[src/common/exc_seq_pkg.sv]
package exc_seq_pkg;
    // Vector numbers; slot address is number times four
    localparam logic [5:0] VEC_RESET     = 6'h00;
    localparam logic [5:0] VEC_NMI       = 6'h07;
    localparam logic [5:0] VEC_TRAP_BASE = 6'h08;
    localparam logic [5:0] VEC_TRAP_LAST = 6'h0b;
    localparam logic [5:0] VEC_EXT_BASE  = 6'h0c;
    localparam logic [5:0] VEC_INT_BASE  = 6'h14;
    localparam logic [5:0] VEC_INT_LAST  = 6'h3c;
    localparam int         N_EXT         = 8;
    localparam int         N_INT         = 34;
    localparam int         VEC_SHIFT     = 2;
    // Condition flag bit positions
    localparam int         CCR_I_BIT     = 7;
    localparam int         CCR_UI_BIT    = 6;
    // Reset values
    localparam logic       UFS_RESET     = 1'b1;
    localparam logic [7:0] CCR_RESET     = 8'h80;
    // Least low time of the init input
    localparam int         RST_MIN_CYC   = 10;
    localparam int         RST_PWRUP_MS  = 20;
    // Stack frame: PC and flags pushed as two words
    localparam logic [23:0] STACK_STEP   = 24'h000002;
endpackage

[src/verilog/exc_prio_pick.sv]
`timescale 1ns/10ps
// Picks the winning maskable interrupt: high level first, then lowest index
module exc_prio_pick #(
    parameter int N = 42
) (
    // Requests and levels
    input  wire logic [N-1:0] i_req,
    input  wire logic [N-1:0] i_hi,
    // Result
    output logic              o_any,
    output logic [5:0]        o_idx
);
    logic [N-1:0] hi_req;
    logic         hi_any;
    logic [5:0]   hi_idx;
    logic [5:0]   lo_idx;

    assign hi_req = i_req & i_hi;

    always_comb begin
        hi_any = 1'b0;
        hi_idx = 6'h00;
        lo_idx = 6'h00;
        for (int k = N - 1; k >= 0; k--) begin
            if (hi_req[k]) begin
                hi_any = 1'b1;
                hi_idx = 6'(k);
            end
            if (i_req[k]) begin
                lo_idx = 6'(k);
            end
        end
    end

    assign o_any = |i_req;
    assign o_idx = hi_any ? hi_idx : lo_idx;
endmodule

[src/verilog/cpu_exception_sequencer.sv]
`timescale 1ns/10ps
module cpu_exception_sequencer #(
    parameter int N_EXT_P = exc_seq_pkg::N_EXT,
    parameter int N_INT_P = exc_seq_pkg::N_INT
) (
    // Clock and reset
    input  wire logic                       i_clk,
    input  wire logic                       i_rst_n,
    // Chip init pin and watchdog
    input  wire logic                       i_chip_init_input_n,
    input  wire logic                       i_wdt_overflow,
    // Interrupt sources
    input  wire logic                       i_nmi_req,
    input  wire logic [N_EXT_P-1:0]         i_external_request_lines,
    input  wire logic [N_INT_P-1:0]         i_int_req,
    input  wire logic [N_EXT_P+N_INT_P-1:0] i_prio_level,
    input  wire logic                       i_user_flag_select,
    // Core handshake
    input  wire logic                       i_insn_boundary,
    input  wire logic                       i_software_trap_op,
    input  wire logic [1:0]                 i_trap_num,
    input  wire logic [23:0]                i_pc,
    input  wire logic [23:0]                i_sp,
    input  wire logic [7:0]                 i_cond_flags_word,
    // Memory bus
    output logic                            o_mem_req,
    output logic                            o_mem_we,
    output logic                            o_mem_long,
    output logic [23:0]                     o_mem_addr,
    output logic [31:0]                     o_mem_wdata,
    input  wire logic                       i_mem_ack,
    input  wire logic [31:0]                i_mem_rdata,
    // Results to core
    output logic                            o_core_hold,
    output logic                            o_load_pc,
    output logic [23:0]                     o_new_pc,
    output logic [23:0]                     o_new_sp,
    output logic [7:0]                      o_new_cond_flags_word,
    output logic                            o_int_ack,
    output logic [5:0]                      o_vec_num
);
    localparam int NM = N_EXT_P + N_INT_P;
    localparam logic [23:0] WORD_MASK = 24'hfffffe;

    typedef enum logic [2:0] {
        ST_RESET, ST_IDLE, ST_PUSH_PC, ST_PUSH_CCR, ST_FETCH, ST_LOAD
    } state_e;

    typedef struct packed {
        state_e      st;
        logic        init_s1;
        logic        init_s2;
        logic        nmi_s1;
        logic        nmi_s2;
        logic        nmi_d;
        logic        nmi_pend;
        logic [NM-1:0] mreq_s1;
        logic [NM-1:0] mreq_s2;
        logic        first_done;
        logic        seen_insn;
        logic        req;
        logic        we;
        logic        lng;
        logic [23:0] addr;
        logic [31:0] wdata;
        logic [23:0] sp;
        logic [7:0]  cond_flags_word;
        logic [23:0] new_pc;
        logic        load_pc;
        logic        ack;
        logic [5:0]  vec;
    } state_s;

    state_s       cur_r;
    state_s       cur_nxt;
    logic         pick_any;
    logic [5:0]   pick_idx;
    logic         masked;
    logic         int_ok;
    logic         init_low;
    logic          ui_masks;
    logic [NM-1:0] live_req;
    logic [7:0]   masked_ccr;
    logic         nmi_edge;
    logic         first_bnd;
    logic         take_nmi;
    logic         take_irq;
    logic         take_trap;
    logic         frame_start;
    logic [5:0]   irq_vec;
    logic [5:0]   trap_vec;
    logic [23:0]  push_pc_sp;
    logic [23:0]  push_ccr_sp;
    logic [23:0]  push_pc_addr;
    logic [23:0]  push_ccr_addr;
    logic [31:0]  push_pc_data;
    logic [31:0]  push_ccr_data;
    logic [23:0]  vec_addr;
    logic [23:0]  reset_addr;

    exc_prio_pick #(
        .N (NM)
    ) u_pick (
        .i_req (live_req),
        .i_hi  (i_prio_level),
        .o_any (pick_any),
        .o_idx (pick_idx)
    );

    // I masks everything maskable; UI masks low level only when select is 0
    assign masked   = cur_r.cond_flags_word[exc_seq_pkg::CCR_I_BIT];
    assign ui_masks = !i_user_flag_select && cur_r.cond_flags_word[exc_seq_pkg::CCR_UI_BIT];

    // Masking per source, so a masked low request cannot hide a live one
    generate
        for (genvar g = 0; g < NM; g++) begin : g_mask
            assign live_req[g] = cur_r.mreq_s2[g]
                && !(ui_masks && !i_prio_level[g]);
        end
    endgenerate

    // Mask bits an accepted trap or interrupt leaves behind
    always_comb begin
        masked_ccr = cur_r.cond_flags_word;
        masked_ccr[exc_seq_pkg::CCR_I_BIT] = 1'b1;
        if (!i_user_flag_select) begin
            masked_ccr[exc_seq_pkg::CCR_UI_BIT] = 1'b1;
        end
    end

    assign init_low = !cur_r.init_s2 || i_wdt_overflow;
    assign int_ok   = cur_r.first_done && i_insn_boundary;

    // Synced nonmaskable line, rising edge only
    assign nmi_edge = cur_r.nmi_s2 && !cur_r.nmi_d;

    // Second boundary after the reset vector load ends the first instruction
    assign first_bnd = !cur_r.first_done && cur_r.seen_insn && i_insn_boundary;

    // Acceptance in idle: nonmaskable, then maskable, then trap
    assign take_nmi    = int_ok && cur_r.nmi_pend;
    assign take_irq    = int_ok && !cur_r.nmi_pend && pick_any && !masked;
    assign take_trap   = !take_nmi && !take_irq && i_software_trap_op;
    assign frame_start = take_nmi || take_irq || take_trap;
    assign irq_vec     = exc_seq_pkg::VEC_EXT_BASE + pick_idx;
    assign trap_vec    = exc_seq_pkg::VEC_TRAP_BASE + {4'h0, i_trap_num};

    // Word pushes step the stack by two with bit zero forced low
    assign push_pc_sp    = i_sp - exc_seq_pkg::STACK_STEP;
    assign push_ccr_sp   = cur_r.sp - exc_seq_pkg::STACK_STEP;
    assign push_pc_addr  = push_pc_sp & WORD_MASK;
    assign push_ccr_addr = push_ccr_sp & WORD_MASK;
    assign push_pc_data  = {16'h0000, i_pc[15:0]};
    assign push_ccr_data = {16'h0000, cur_r.cond_flags_word, i_pc[23:16]};

    // Vector slot: number times four, upper bits zero
    assign vec_addr   = {16'h0000, cur_r.vec, 2'b00};
    assign reset_addr = {16'h0000, exc_seq_pkg::VEC_RESET, 2'b00};

    always_comb begin
        cur_nxt         = cur_r;
        cur_nxt.init_s1 = i_chip_init_input_n;
        cur_nxt.init_s2 = cur_r.init_s1;
        cur_nxt.nmi_s1  = i_nmi_req;
        cur_nxt.nmi_s2  = cur_r.nmi_s1;
        cur_nxt.nmi_d   = cur_r.nmi_s2;
        cur_nxt.mreq_s1 = {i_int_req, i_external_request_lines};
        cur_nxt.mreq_s2 = cur_r.mreq_s1;
        cur_nxt.ack     = 1'b0;
        cur_nxt.load_pc = 1'b0;
        // Edge capture so a short nonmaskable pulse is not lost
        if (nmi_edge) begin
            cur_nxt.nmi_pend = 1'b1;
        end
        if (first_bnd) begin
            cur_nxt.first_done = 1'b1;
        end

        case (cur_r.st)
            ST_RESET: begin
                // Held here while init is low; rising edge starts handling
                if (cur_r.init_s2) begin
                    cur_nxt.cond_flags_word   = exc_seq_pkg::CCR_RESET;
                    cur_nxt.vec   = exc_seq_pkg::VEC_RESET;
                    cur_nxt.st    = ST_FETCH;
                    cur_nxt.req   = 1'b1;
                    cur_nxt.we    = 1'b0;
                    cur_nxt.lng   = 1'b1;
                    cur_nxt.addr  = reset_addr;
                end
            end

            ST_IDLE: begin
                cur_nxt.cond_flags_word = i_cond_flags_word;
                cur_nxt.sp  = i_sp;
                if (!cur_r.seen_insn && i_insn_boundary) begin
                    cur_nxt.seen_insn = 1'b1;
                end
                if (take_nmi) begin
                    cur_nxt.vec      = exc_seq_pkg::VEC_NMI;
                    // A fresh edge in the same cycle stays pending: set wins
                    cur_nxt.nmi_pend = nmi_edge;
                    cur_nxt.ack      = 1'b1;
                    cur_nxt.st       = ST_PUSH_PC;
                end else if (take_irq) begin
                    cur_nxt.vec = irq_vec;
                    cur_nxt.ack = 1'b1;
                    cur_nxt.st  = ST_PUSH_PC;
                end else if (take_trap) begin
                    cur_nxt.vec = trap_vec;
                    cur_nxt.st  = ST_PUSH_PC;
                end
                if (frame_start) begin
                    cur_nxt.req   = 1'b1;
                    cur_nxt.we    = 1'b1;
                    cur_nxt.lng   = 1'b0;
                    cur_nxt.addr  = push_pc_addr;
                    cur_nxt.sp    = push_pc_sp;
                    cur_nxt.wdata = push_pc_data;
                end
            end

            ST_PUSH_PC: begin
                if (i_mem_ack) begin
                    cur_nxt.addr  = push_ccr_addr;
                    cur_nxt.sp    = push_ccr_sp;
                    // Flags in the high byte, upper PC bits below
                    cur_nxt.wdata = push_ccr_data;
                    cur_nxt.st    = ST_PUSH_CCR;
                end
            end

            ST_PUSH_CCR: begin
                if (i_mem_ack) begin
                    cur_nxt.cond_flags_word  = masked_ccr;
                    cur_nxt.we   = 1'b0;
                    cur_nxt.lng  = 1'b1;
                    cur_nxt.addr = vec_addr;
                    cur_nxt.st   = ST_FETCH;
                end
            end

            ST_FETCH: begin
                if (i_mem_ack) begin
                    cur_nxt.req     = 1'b0;
                    cur_nxt.new_pc  = i_mem_rdata[23:0];
                    cur_nxt.load_pc = 1'b1;
                    cur_nxt.st      = ST_LOAD;
                end
            end

            ST_LOAD: begin
                cur_nxt.st = ST_IDLE;
            end

            default: begin
                cur_nxt.st = ST_RESET;
            end
        endcase

        // Init low wins over everything and restarts the sequence
        if (init_low) begin
            cur_nxt.st         = ST_RESET;
            cur_nxt.req        = 1'b0;
            cur_nxt.we         = 1'b0;
            cur_nxt.first_done = 1'b0;
            cur_nxt.seen_insn  = 1'b0;
            cur_nxt.nmi_pend   = 1'b0;
            cur_nxt.ack        = 1'b0;
            cur_nxt.load_pc    = 1'b0;
            cur_nxt.cond_flags_word        = exc_seq_pkg::CCR_RESET;
            cur_nxt.vec        = exc_seq_pkg::VEC_RESET;
            cur_nxt.lng        = 1'b0;
            if (i_wdt_overflow) begin
                cur_nxt.init_s2 = 1'b0;
                cur_nxt.init_s1 = 1'b0;
            end
        end
    end

    always_ff @(posedge i_clk or negedge i_rst_n) begin
        if (!i_rst_n) begin
            cur_r <= '0;
        end else begin
            cur_r <= cur_nxt;
        end
    end

    // Bus request straight from the state flops
    assign o_mem_req             = cur_r.req;
    assign o_mem_we              = cur_r.we;
    assign o_mem_long            = cur_r.lng;
    assign o_mem_addr            = cur_r.addr;
    assign o_mem_wdata           = cur_r.wdata;

    // Core side; hold is the only combinational output
    assign o_core_hold           = (cur_r.st != ST_IDLE);
    assign o_load_pc             = cur_r.load_pc;
    assign o_new_pc              = cur_r.new_pc;
    assign o_new_sp              = cur_r.sp;
    assign o_new_cond_flags_word = cur_r.cond_flags_word;
    assign o_int_ack             = cur_r.ack;
    assign o_vec_num             = cur_r.vec;
endmodule

[config.mk]
export PLATFORM = sky130hd
export DESIGN_NAME = cpu_exception_sequencer
export DESIGN_NICKNAME = d
export VERILOG_FILES = /design/src/common/exc_seq_pkg.sv /design/src/verilog/exc_prio_pick.sv /design/src/verilog/cpu_exception_sequencer.sv
export SDC_FILE = /design/constraint.sdc
export NUM_CORES = 1
export LEC_CHECK = 0
export BUFFER_PORTS_ARGS = -buffer_cell sky130_fd_sc_hd__buf_2
export CAP_MARGIN = 30
export CORE_MARGIN = 3
export CORE_UTILIZATION = 48
export DETAILED_ROUTE_END_ITERATION = 8
export PLACE_DENSITY = 0.77
export SLEW_MARGIN = 30
export SYNTH_ARGS = -nofsm -noshare
export SYNTH_HDL_FRONTEND = slang
export SYNTH_SLANG_ARGS = --single-unit
[constraint.sdc]
create_clock -name i_clk -period 3.22 [get_ports i_clk]
set_clock_uncertainty 0.2 [all_clocks]
set_input_delay 0.644 -clock i_clk [delete_from_list [all_inputs] [get_ports i_clk]]
set_output_delay 0.644 -clock i_clk [all_outputs]
set_load 0.01 [all_outputs]
==> results.py, run 1 <==
metrics = {
    "run": {
        "drv_cap": 0,
    },
    "clock_network": {
        "path_clk_slew_ns": 0.07,
        "tritoncts": "built",
        "htreeDepth": 1,
        "cts_sinks": 201,
        "cts_buffer_depth": 3,
        "cts_made_buffers": 23,
        "clkLatencyLatePin_ns": 0.51,
        "cts_root_buffer": "clkbuf_16",
    },
    "placement": {
        "placedInstanceArea_mm2": 0.0127,
        "dp_slack_ns": -0.169,
        "globalplace.congestion": 0.982,
        "portBuffers": 281,
        "placed_cells": 1692,
        "dp_hpwl_um": 24000,
    },
    "global_routing": {
        "grt-ovfl-total": 0,
        "grt_max_degree": 93,
        "grt_pass1_wl_um": 50000,
        "antenna_found_initial": 11,
        "gr-usage-all-layers": 0.252,
        "grt_pass1_vias": 9671,
    },
    "worst_setup_path": {
        "critical_path_arrival_ns": 3.25,
        "regToRegStartpoint": "o_new_sp[11]",
        "crit_buf_inv": 0,
        "reg2reg_depth": 7,
        "cp.required_ns": 3.40,
        "startpoint": "o_new_sp[11]",
        "cp-endpoint": "o_mem_addr[22]",
        "crit_family": "simple AND/OR/NAND/NOR gates",
        "crit_fanout": 6,
        "reg2reg_slack_ns": 0.16,
        "reg2reg_to": "o_mem_addr[22]",
        "cp_common_cell": "or3_4",
        "crit_type": "register to register",
        "crit_path_end_kind": "register",
        "cp.depth": 7,
        "slowest_stage": "or4_1",
        "critical_path.startpoint_type": "register",
        "slowest_delay_ns": 0.56,
        "crit_chain": "or4_1, or3_4, or3_4, or3_4, xnor2_2, a211oi_1, nor3_2",
    },
    "detailed_routing": {
        "dr_wl_met3_um": 3530,
        "vias_per_cell": 5.67,
        "dr.pass1.iters": 5,
        "wl_met1_um": 12800,
        "drt_wl_total_um": 31900,
        "drtIter0Drc": 911,
        "topRoutingLayerUsed": "met5",
        "wl_per_cell_um": 18.4,
        "vias": 9846,
        "drc_errors": 0,
        "postRouteAntennaNets": 0,
        "dr_wl_met2_um": 14300,
    },
    "layout": {
        "area_delta_synth_final_pct": 22.9,
        "multi_input_area_mm2": 0.00497,
        "ff_latch_area_mm2": 0.00503,
        "drive_gt1_frac": 0.332,
        "fillCellCount": 1879,
        "final_core_util": 0.609,
        "instances_no_fill": 1737,
        "nNetsFinal": 1625,
        "design_area_mm2": 0.0135,
    },
    "timing": {
        "finalHoldViolCount": 0,
        "setup_viol": 0,
        "rsz0062_at_grt": "no",
        "finalCritPeriodShare": 0.952,
        "setup_ws_ns": 0.155,
        "fmax_ghz": 0.326,
        "drv_slew": 0,
        "fin_tns_setup_ns": 0,
        "slew_headroom": 0.557,
        "worst_slew_pin_slew_ns": 0.662,
        "min_period_ns": 3.06,
    },
    "synthesis": {
        "avgSynthCellArea_um2": 9.33,
        "synth_area_mm2": 0.0110,
        "synth_seq_cells": 201,
        "synth_top_cell_by_area": "dfrtp_1",
        "synth_cell_types": 74,
        "yosysSeqAreaShare": 0.458,
        "synth_top_area_frac": 0.458,
        "synthFlopType": "dfrtp_1",
        "synth_edf_count": 0,
        "syn_inst": 1177,
        "synthArstFlopShare": 1.00,
        "ys_warn_count": 0,
        "synth.area.top_cells": "dfrtp_1 46%, buf_4 8.1%, a21oi_1 4.5%",
    },
    "run_status": {
        "outcome": "finished, final reports clean",
    },
    "floorplanning": {
        "core-area_mm2": 0.0222,
        "die_y_um": 157,
        "die_area_mm2": 0.0247,
        "num_rows": 54,
        "ioPinCount": 307,
        "die_w_um": 157,
        "initial_core_util": 0.496,
    },
    "power_and_ir_drop": {
        "ir_drop_uv": 460,
        "power_leakage_nw": 6.21,
        "powerDensity_mw_per_mm2": 485,
    },
    "worst_hold_path": {
        "hold_class": "primary input to register",
    },
}
power by group:
group	internal, W	switching, W	total [W]
clock	0.00169	0.00104	0.00273
sequential	0.00273	0.000130	0.00286
combinational	0.000445	0.000515	0.000960
total	0.00486	0.00168	0.00654
timing repair:
item,CTS,global route
endpoints found under the hold margin,31,0
gates resized for setup,0,1
setup buffers,0,0
endpoints found under the setup margin,0,1
hold buffers,1,0
kinds of logic (layout without fill, tap and decap cells):
family          after synthesis  count (layout)  share of synthesized area
fa+ha+maj                     4               4                    0.00456
mux                          26              26                     0.0265
buf+inv                     177             434                      0.104
flops                       201             201                      0.458
xor+xnor                     63              63                     0.0516
other cells                   1              24                   0.000341
simple gates                366             366                      0.157
compound gates              339             339                      0.198
worst min-delay path by stage:
stage                  startpoint           end  depth (start not counted)
floorplan            cur_nxt[211]  cur_nxt[210]                          0
global placement     cur_nxt[132]    cur_r[132]                          0
detailed placement   cur_nxt[130]    cur_r[130]                          0
CTS                 i_int_req[12]  cur_nxt[145]                          1
global route        i_int_req[13]  cur_nxt[146]                          1
finish              i_int_req[12]  cur_nxt[145]                          1
through the flow:
stage          hold slack, ns  total power [W]
2_1_floorplan           0.131          0.00354
3_3_place_gp            0.134          0.00383
3_5_place_dp            0.135          0.00385
4_1_cts                0.0179          0.00660
5_1_grt                0.0229          0.00684
6_report               0.0367          0.00654
sequential cells by signal, summed over array words and instances, names as in the netlist:
name,flops
cur_nxt,44
cur_r,51
o_int_ack,1
o_load_pc,1
o_mem_addr,23
o_mem_long,1
o_mem_req,1
o_mem_wdata,16
o_mem_we,1
o_new_cond_flags_word,8
o_new_pc,24
o_new_sp,24
o_vec_num,6
cells in the mapped netlist (15+ instances only):
| master | instances |
|---|---|
| dfrtp_1 | 201 |
| mux2_2 | 25 |
| nor3_1 | 24 |
| and3_1 | 18 |
| nand2_1 | 104 |
| o21ai_0 | 77 |
| buf_4 | 119 |
| nor2_1 | 122 |
| clkbuf_1 | 33 |
| nand3_1 | 19 |
| xor2_1 | 32 |
| a21oi_1 | 99 |
| a22oi_1 | 30 |
| xnor2_1 | 29 |
| o211ai_1 | 15 |
placed cells by master (no fill, tap or decap), types with 11 or more instances in the layout:
cell / netlist / layout
buf_2: 7 / 280
o21a_1: 13 / 13
nand3_1: 19 / 19
a32oi_1: 11 / 11
o211ai_1: 15 / 15
conb_1: 1 / 17
nor2_1: 122 / 122
dfrtp_1: 201 / 201
clkbuf_16: 0 / 23
o21ai_1: 12 / 12
xor2_1: 32 / 32
o21ai_0: 77 / 74
mux2_2: 25 / 25
a21oi_1: 99 / 99
and3_1: 18 / 18
buf_4: 119 / 96
a22oi_1: 30 / 27
xnor2_1: 29 / 29
nor3_1: 24 / 24
nand2_1: 104 / 104
nand2b_1: 12 / 12
worst reg2reg max path: cells and delay by family, from the launching register on:
| family | cells | cell delay, ns |
|---|---|---|
| and+or+nand+nor | 5 | 1.87 |
| DFF | 1 | 0.37 |
| AOI/OAI and AO/OA | 1 | 0.33 |
| xor gates and xnor gates | 1 | 0.16 |
cell type report:
cell class,count,area share
timing repair buffer,386,0.171
clock buffer,28,0.0463
multi-input combinational,815,0.368
antenna,7,0.00130
clock inverter,9,0.0116
inverter,11,0.00306
sequential,201,0.373
tap,280,0.0260
routing by layer:
metal / track usage / vias to the layer above
li1: - / 4604
met1: 0.328 / 4644
met2: 0.398 / 503
met3: 0.0828 / 87
met4: 0.0868 / 8
met5: 0 / -
Note: power is estimated with default switching activity, not from simulation.
==> inputs of run 2 (changes only) <==
--- a/config.mk
+++ b/config.mk
@@ -8,9 +8,9 @@
 export BUFFER_PORTS_ARGS = -buffer_cell sky130_fd_sc_hd__buf_2
 export CAP_MARGIN = 30
 export CORE_MARGIN = 3
-export CORE_UTILIZATION = 48
+export CORE_UTILIZATION = 45
 export DETAILED_ROUTE_END_ITERATION = 8
-export PLACE_DENSITY = 0.77
+export PLACE_DENSITY = 0.73
 export SLEW_MARGIN = 30
 export SYNTH_ARGS = -nofsm -noshare
 export SYNTH_HDL_FRONTEND = slang
==> run 2 against run 1 <==
Against the previous run: maximum frequency rose by 1.7%; sequential share of layout area fell by 0.055 points; clock power fell by 8.4%; utilization fell by 4.0 points; register-to-register slack improved by 0.05 ns; global-route usage fell by 1.6 points; cell area rose by 0.15%; hold slack improved by 0.0046 ns; first-iteration DRC count fell by 15%; critical path type unchanged; largest power group unchanged.
==> results.py, run 2 (synthesis results as in run 1) <==
metrics = {
    "worst_setup_path": {
        "slowest_delay_ns": 0.58,
        "cp_common_cell": "or3_4",
        "crit_family": "simple AND/OR/NAND/NOR gates",
        "reg2reg_slack_ns": 0.21,
        "critical_path_arrival_ns": 3.20,
        "startpoint": "o_new_sp[11]",
        "regToRegStartpoint": "o_new_sp[11]",
        "cp-endpoint": "o_mem_addr[22]",
        "crit_type": "register to register",
        "slowest_stage": "or4_1",
        "cp.depth": 7,
        "crit_fanout": 4,
        "crit_path_end_kind": "register",
        "cp.required_ns": 3.41,
        "critical_path.startpoint_type": "register",
        "crit_buf_inv": 0,
        "reg2reg_depth": 7,
        "crit_chain": "or4_1, or3_4, or3_1, or3_4, xnor2_2, a211oi_1, nor3_2",
        "reg2reg_to": "o_mem_addr[22]",
    },
    "floorplanning": {
        "ioPinCount": 307,
        "die_w_um": 162,
        "initial_core_util": 0.462,
        "num_rows": 56,
        "die_area_mm2": 0.0263,
        "die_y_um": 162,
        "core-area_mm2": 0.0238,
    },
    "detailed_routing": {
        "vias_per_cell": 5.41,
        "dr.pass1.iters": 5,
        "postRouteAntennaNets": 0,
        "wl_per_cell_um": 17.9,
        "drtIter0Drc": 778,
        "drt_wl_total_um": 31900,
        "vias": 9620,
        "drc_errors": 0,
    },
    "clock_network": {
        "clkLatencyLatePin_ns": 0.50,
        "cts_root_buffer": "clkbuf_16",
        "cts_resized": 0,
        "cts_sinks": 201,
        "path_clk_slew_ns": 0.06,
        "htreeDepth": 1,
        "postCtsSetupRepairBufs": 0,
        "cts_buffer_depth": 3,
        "cts_made_buffers": 23,
        "tritoncts": "built",
    },
    "global_routing": {
        "grt-ovfl-total": 0,
        "grt_pass1_vias": 9322,
        "grt_pass1_wl_um": 50000,
        "antenna_found_initial": 4,
        "gr-usage-all-layers": 0.236,
        "grt_max_degree": 58,
    },
    "timing": {
        "fin_tns_setup_ns": 0,
        "fmax_ghz": 0.332,
        "rsz0062_at_grt": "no",
        "setup_viol": 0,
        "setup_ws_ns": 0.207,
        "finalCritPeriodShare": 0.936,
        "finalHoldViolCount": 0,
        "min_period_ns": 3.01,
        "worst_slew_pin_slew_ns": 0.739,
        "slew_headroom": 0.507,
        "drv_slew": 0,
    },
    "power_and_ir_drop": {
        "seqPwrFrac": 0.452,
        "power_switching_w": 0.00171,
        "combPwrFrac": 0.153,
        "power_leakage_nw": 6.21,
        "clkPwrFrac": 0.395,
        "ir_drop_uv": 359,
        "cell_internal_pwr_w": 0.00460,
        "powerDensity_mw_per_mm2": 467,
        "p_sw_frac": 0.271,
    },
    "layout": {
        "largest_reg_flops": 51,
        "fillCellCount": 2113,
        "final_cell_mix": "280 x buf_2, 201 x dfrtp_1, 122 x nor2_1",
        "nNetsFinal": 1633,
        "layout_commonest_cell": "buf_2",
        "drive_gt1_frac": 0.334,
        "area_delta_synth_final_pct": 23.1,
        "design_area_mm2": 0.0135,
        "top_register": "cur_r",
    },
    "run": {
        "drv_cap": 0,
    },
    "run_status": {
        "outcome": "finished, final reports clean",
    },
    "worst_hold_path": {
        "hold_class": "primary input to register",
    },
    "placement": {
        "globalplace.congestion": 0.923,
        "dp_slack_ns": -0.120,
        "placedInstanceArea_mm2": 0.0128,
        "portBuffers": 281,
        "dp_hpwl_um": 24400,
    },
}
==> run 2: cell count changes in the layout (fill, tap and decap cells not counted), moves of 2 or more <==
cell / previous run / this run
bufinv_16: 4 / 1
clkbuf_8: 4 / 2
diode_2: 7 / 1
buf_4: 96 / 104
inv_6: 0 / 4
==> run 2: layout make-up <==
class / instances / area (um2) / share of cell area
antenna: 1 / 2.50 / 0.000185
clock buffer: 27 / 601 / 0.0444
clock inverter: 11 / 111 / 0.00824
inverter: 11 / 41.3 / 0.00305
multi-input combinational: 815 / 4970 / 0.367
sequential: 201 / 5030 / 0.372
tap: 319 / 399 / 0.0295
timing repair buffer: 394 / 2370 / 0.175
==> run 2: how the worst min path moves through the flow <==
stage                        startpoint            to  slack, ns  depth (start not counted)
final                     i_int_req[10]  cur_nxt[143]       0.04                          1
after global routing       i_int_req[3]  cur_nxt[136]       0.02                          1
after CTS                 i_int_req[12]  cur_nxt[145]       0.02                          1
after detailed placement   cur_nxt[142]    cur_r[142]       0.13                          0
after global placement     cur_nxt[136]    cur_r[136]       0.13                          0
after floorplan            cur_nxt[211]  cur_nxt[210]       0.13                          0
==> run 2: routing by layer <==
layer,vias up,track usage,wire [um]
met4,6,0.0543,731
met1,4539,0.339,14100
met3,50,0.0541,2850
met5,-,0,33
li1,4627,-,-
met2,398,0.368,14100
==> run 2: power groups by stage <==
stage | Sequential (W) | Clock (W) | Combinational, W
floorplan | 0.00287 | 0 | 0.000674
global placement | 0.00289 | 0 | 0.000950
detailed placement | 0.00290 | 0 | 0.000965
CTS | 0.00286 | 0.00256 | 0.000970
global route | 0.00289 | 0.00268 | 0.00106
finish | 0.00286 | 0.00250 | 0.000965
==> run 2: worst register-to-register path: stages, from the launching register on <==
cell and delay [ns]:
dfrtp_1 0.38, or4_1 0.58, or3_4 0.37, or3_1 0.43
or3_4 0.42, xnor2_2 0.15, a211oi_1 0.29, nor3_2 0.08
==> run 2: what timing repair did <==
item / 4_1_cts / 5_1_grt
endpoints found under the setup margin: 0 / 0
hold endpoints to repair: 46 / 0
hold buffers: 1 / 0
==> run 2: stage by stage <==
step / power (W) / instances / util / hold slack, ns
finish: 0.00632 / 1779 / 0.569 / 0.0414
global route: 0.00662 / 1779 / 0.569 / 0.0229
CTS: 0.00639 / 1778 / 0.569 / 0.0202
detailed placement: 0.00386 / 1739 / 0.539 / 0.135
global placement: 0.00384 / 1739 / 0.539 / 0.134
floorplan: 0.00354 / 1193 / - / 0.131
==> inputs of run 3 (changes only) <==
--- a/config.mk
+++ b/config.mk
@@ -10,7 +10,7 @@
 export CORE_MARGIN = 3
 export CORE_UTILIZATION = 45
 export DETAILED_ROUTE_END_ITERATION = 8
-export PLACE_DENSITY = 0.73
+export PLACE_DENSITY = 0.7
 export SLEW_MARGIN = 30
 export SYNTH_ARGS = -nofsm -noshare
 export SYNTH_HDL_FRONTEND = slang
==> constraint.sdc (replaced) <==
create_clock -name i_clk -period 3.09 [get_ports i_clk]
set_clock_uncertainty 0.2 [all_clocks]
set_input_delay 0.618 -clock i_clk [delete_from_list [all_inputs] [get_ports i_clk]]
set_output_delay 0.618 -clock i_clk [all_outputs]
set_load 0.01 [all_outputs]
==> run 3 against run 2 <==
Against the previous run: clock-buffer cell count is the same; setup slack lost 0.061 ns; maximum frequency grew 2.4%; first-iteration DRC count grew 0.64%; utilization grew 2.3 points; sequential share of layout area shrank 1.4 points; sequential cell count is the same; sequential power grew 4%; non-clock buffer count grew 43; largest power group is now the clock network.
==> results.py, run 3 (synthesis results as in run 1) <==
metrics = {
    "timing": {
        "finalCritPeriodShare": 0.953,
        "whs_ns": 0.0203,
        "drv_slew": 0,
        "fmax_ghz": 0.340,
        "finalHoldViolCount": 0,
        "setup_viol": 0,
        "slew_headroom": 0.435,
        "rsz0062_at_grt": "no",
        "setup_ws_ns": 0.146,
        "worst_slew_pin_slew_ns": 0.847,
        "min_period_ns": 2.94,
    },
    "placement": {
        "portBuffers": 281,
        "dp_hpwl_um": 24500,
        "placed_cells": 1759,
        "dp_slack_ns": -0.188,
        "globalplace.congestion": 0.922,
    },
    "worst_setup_path": {
        "crit_buf_inv": 0,
        "critical_path_arrival_ns": 3.13,
        "reg2reg_slack_ns": 0.15,
        "crit_family": "simple AND/OR/NAND/NOR gates",
        "reg2reg_depth": 7,
        "cp_common_cell": "or3_4",
        "slowest_delay_ns": 0.54,
        "crit_type": "register to register",
        "crit_path_end_kind": "register",
        "cp.depth": 7,
        "critical_path.startpoint_type": "register",
        "cp.required_ns": 3.28,
        "crit_fanout": 4,
        "slowest_stage": "or4_1",
        "reg2reg_to": "o_mem_addr[22]",
        "regToRegStartpoint": "o_new_sp[11]",
        "crit_chain": "or4_1, or3_4, or3_4, or3_4, xnor2_2, a211oi_1, nor3_2",
    },
    "clock_network": {
        "path_clk_slew_ns": 0.06,
        "cts_buffer_depth": 3,
        "clkLatencyLatePin_ns": 0.51,
        "cts_made_buffers": 23,
        "cts_sinks": 201,
        "htreeDepth": 1,
        "tritoncts": "built",
        "postCtsSetupRepairBufs": 0,
        "cts_root_buffer": "clkbuf_16",
    },
    "global_routing": {
        "grt-ovfl-total": 0,
        "grt_pass1_vias": 9541,
        "gr-usage-all-layers": 0.242,
        "antenna_found_initial": 4,
        "grt_max_degree": 71,
        "grt_pass1_wl_um": 51100,
    },
    "detailed_routing": {
        "drc_errors": 0,
        "wl_per_cell_um": 17.7,
        "postRouteAntennaNets": 0,
        "drtIter0Drc": 783,
        "drt_wl_total_um": 32400,
        "vias": 9812,
        "dr.pass1.iters": 5,
        "vias_per_cell": 5.37,
    },
    "layout": {
        "fillCellCount": 2030,
        "largest_reg_flops": 51,
        "drive_gt1_frac": 0.342,
        "layout_commonest_cell": "buf_2",
        "final_cell_mix": "280 x buf_2, 201 x dfrtp_1, 123 x buf_4",
        "top_register": "cur_r",
        "nNetsFinal": 1676,
        "final_core_util": 0.592,
        "area_delta_synth_final_pct": 28.1,
        "instances_no_fill": 1826,
    },
    "floorplanning": {
        "core-area_mm2": 0.0238,
        "die_area_mm2": 0.0263,
        "die_w_um": 162,
        "die_y_um": 162,
        "ioPinCount": 307,
        "num_rows": 56,
        "initial_core_util": 0.462,
    },
    "worst_hold_path": {
        "hold_path_startpoint": "i_external_request_lines[6]",
        "hold_end": "cur_nxt[131]",
        "hold_class": "primary input to register",
        "min_path_cells": 1,
    },
    "power_and_ir_drop": {
        "power_leakage_nw": 6.48,
        "powerDensity_mw_per_mm2": 501,
        "ir_drop_uv": 384,
    },
    "run": {
        "drv_cap": 0,
    },
    "run_status": {
        "outcome": "finished, final reports clean",
    },
}
[run 3: power breakdown]
group,internal (W),total (W),leakage (nW),switching (W)
Clock,0.00193,0.00302,0.411,0.00109
Sequential,0.00284,0.00298,2.47,0.000136
Combinational,0.000502,0.00105,3.60,0.000543
Total,0.00528,0.00705,6.48,0.00177
[run 3: how the worst max path moves through the flow]
stage                             startpoint              to  slack [ns]
after floorplan           i_user_flag_select   o_mem_addr[1]       -0.12
final                           o_new_sp[11]  o_mem_addr[22]        0.15
after global routing              cur_r[161]   o_mem_addr[1]       0.005
after detailed placement  i_user_flag_select  o_mem_addr[12]       -0.19
after CTS                         cur_r[216]     o_core_hold        0.09
after global placement    i_user_flag_select    o_vec_num[1]       -0.13
[run 3: worst reg2reg max path, stage by stage (launching register included)]
cell,delay [ns]
dfrtp_1,0.37
or4_1,0.54
or3_4,0.37
or3_4,0.42
or3_4,0.41
xnor2_2,0.15
a211oi_1,0.30
nor3_2,0.08
[run 3: cell type report]
class                      count  area, um2  share of cell area
tap                          319        399              0.0284
antenna                        3       7.51            0.000534
clock inverter                13        224              0.0159
inverter                      11       41.3             0.00294
sequential                   201       5030               0.358
timing repair buffer         437       2760               0.196
multi-input combinational    815       4980               0.354
clock buffer                  27        621              0.0441
[run 3: through the flow]
stage / instance area (um2) / total power, W / TNS (ns)
6_report: 14100 / 0.00705 / 0
2_1_floorplan: 11100 / 0.00369 / -0.118
3_5_place_dp: 13000 / 0.00404 / -3.99
4_1_cts: 14000 / 0.00712 / 0
3_3_place_gp: 13000 / 0.00402 / -2.48
5_1_grt: 14100 / 0.00736 / 0
[run 3: routing by layer]
metal / vias to the layer above / wire length [um] / GRT usage
met5: - / 0 / 0
met4: 0 / 810 / 0.0613
met3: 49 / 2940 / 0.0505
met2: 432 / 14400 / 0.378
met1: 4630 / 14200 / 0.345
li1: 4701 / - / -
[run 3: repair_timing]
| item | CTS | global route |
|---|---|---|
| hold buffers | 23 | 1 |
| resized for setup | 0 | 3 |
| setup endpoints to repair | 0 | 3 |
| endpoints found under the hold margin | 63 | 1 |
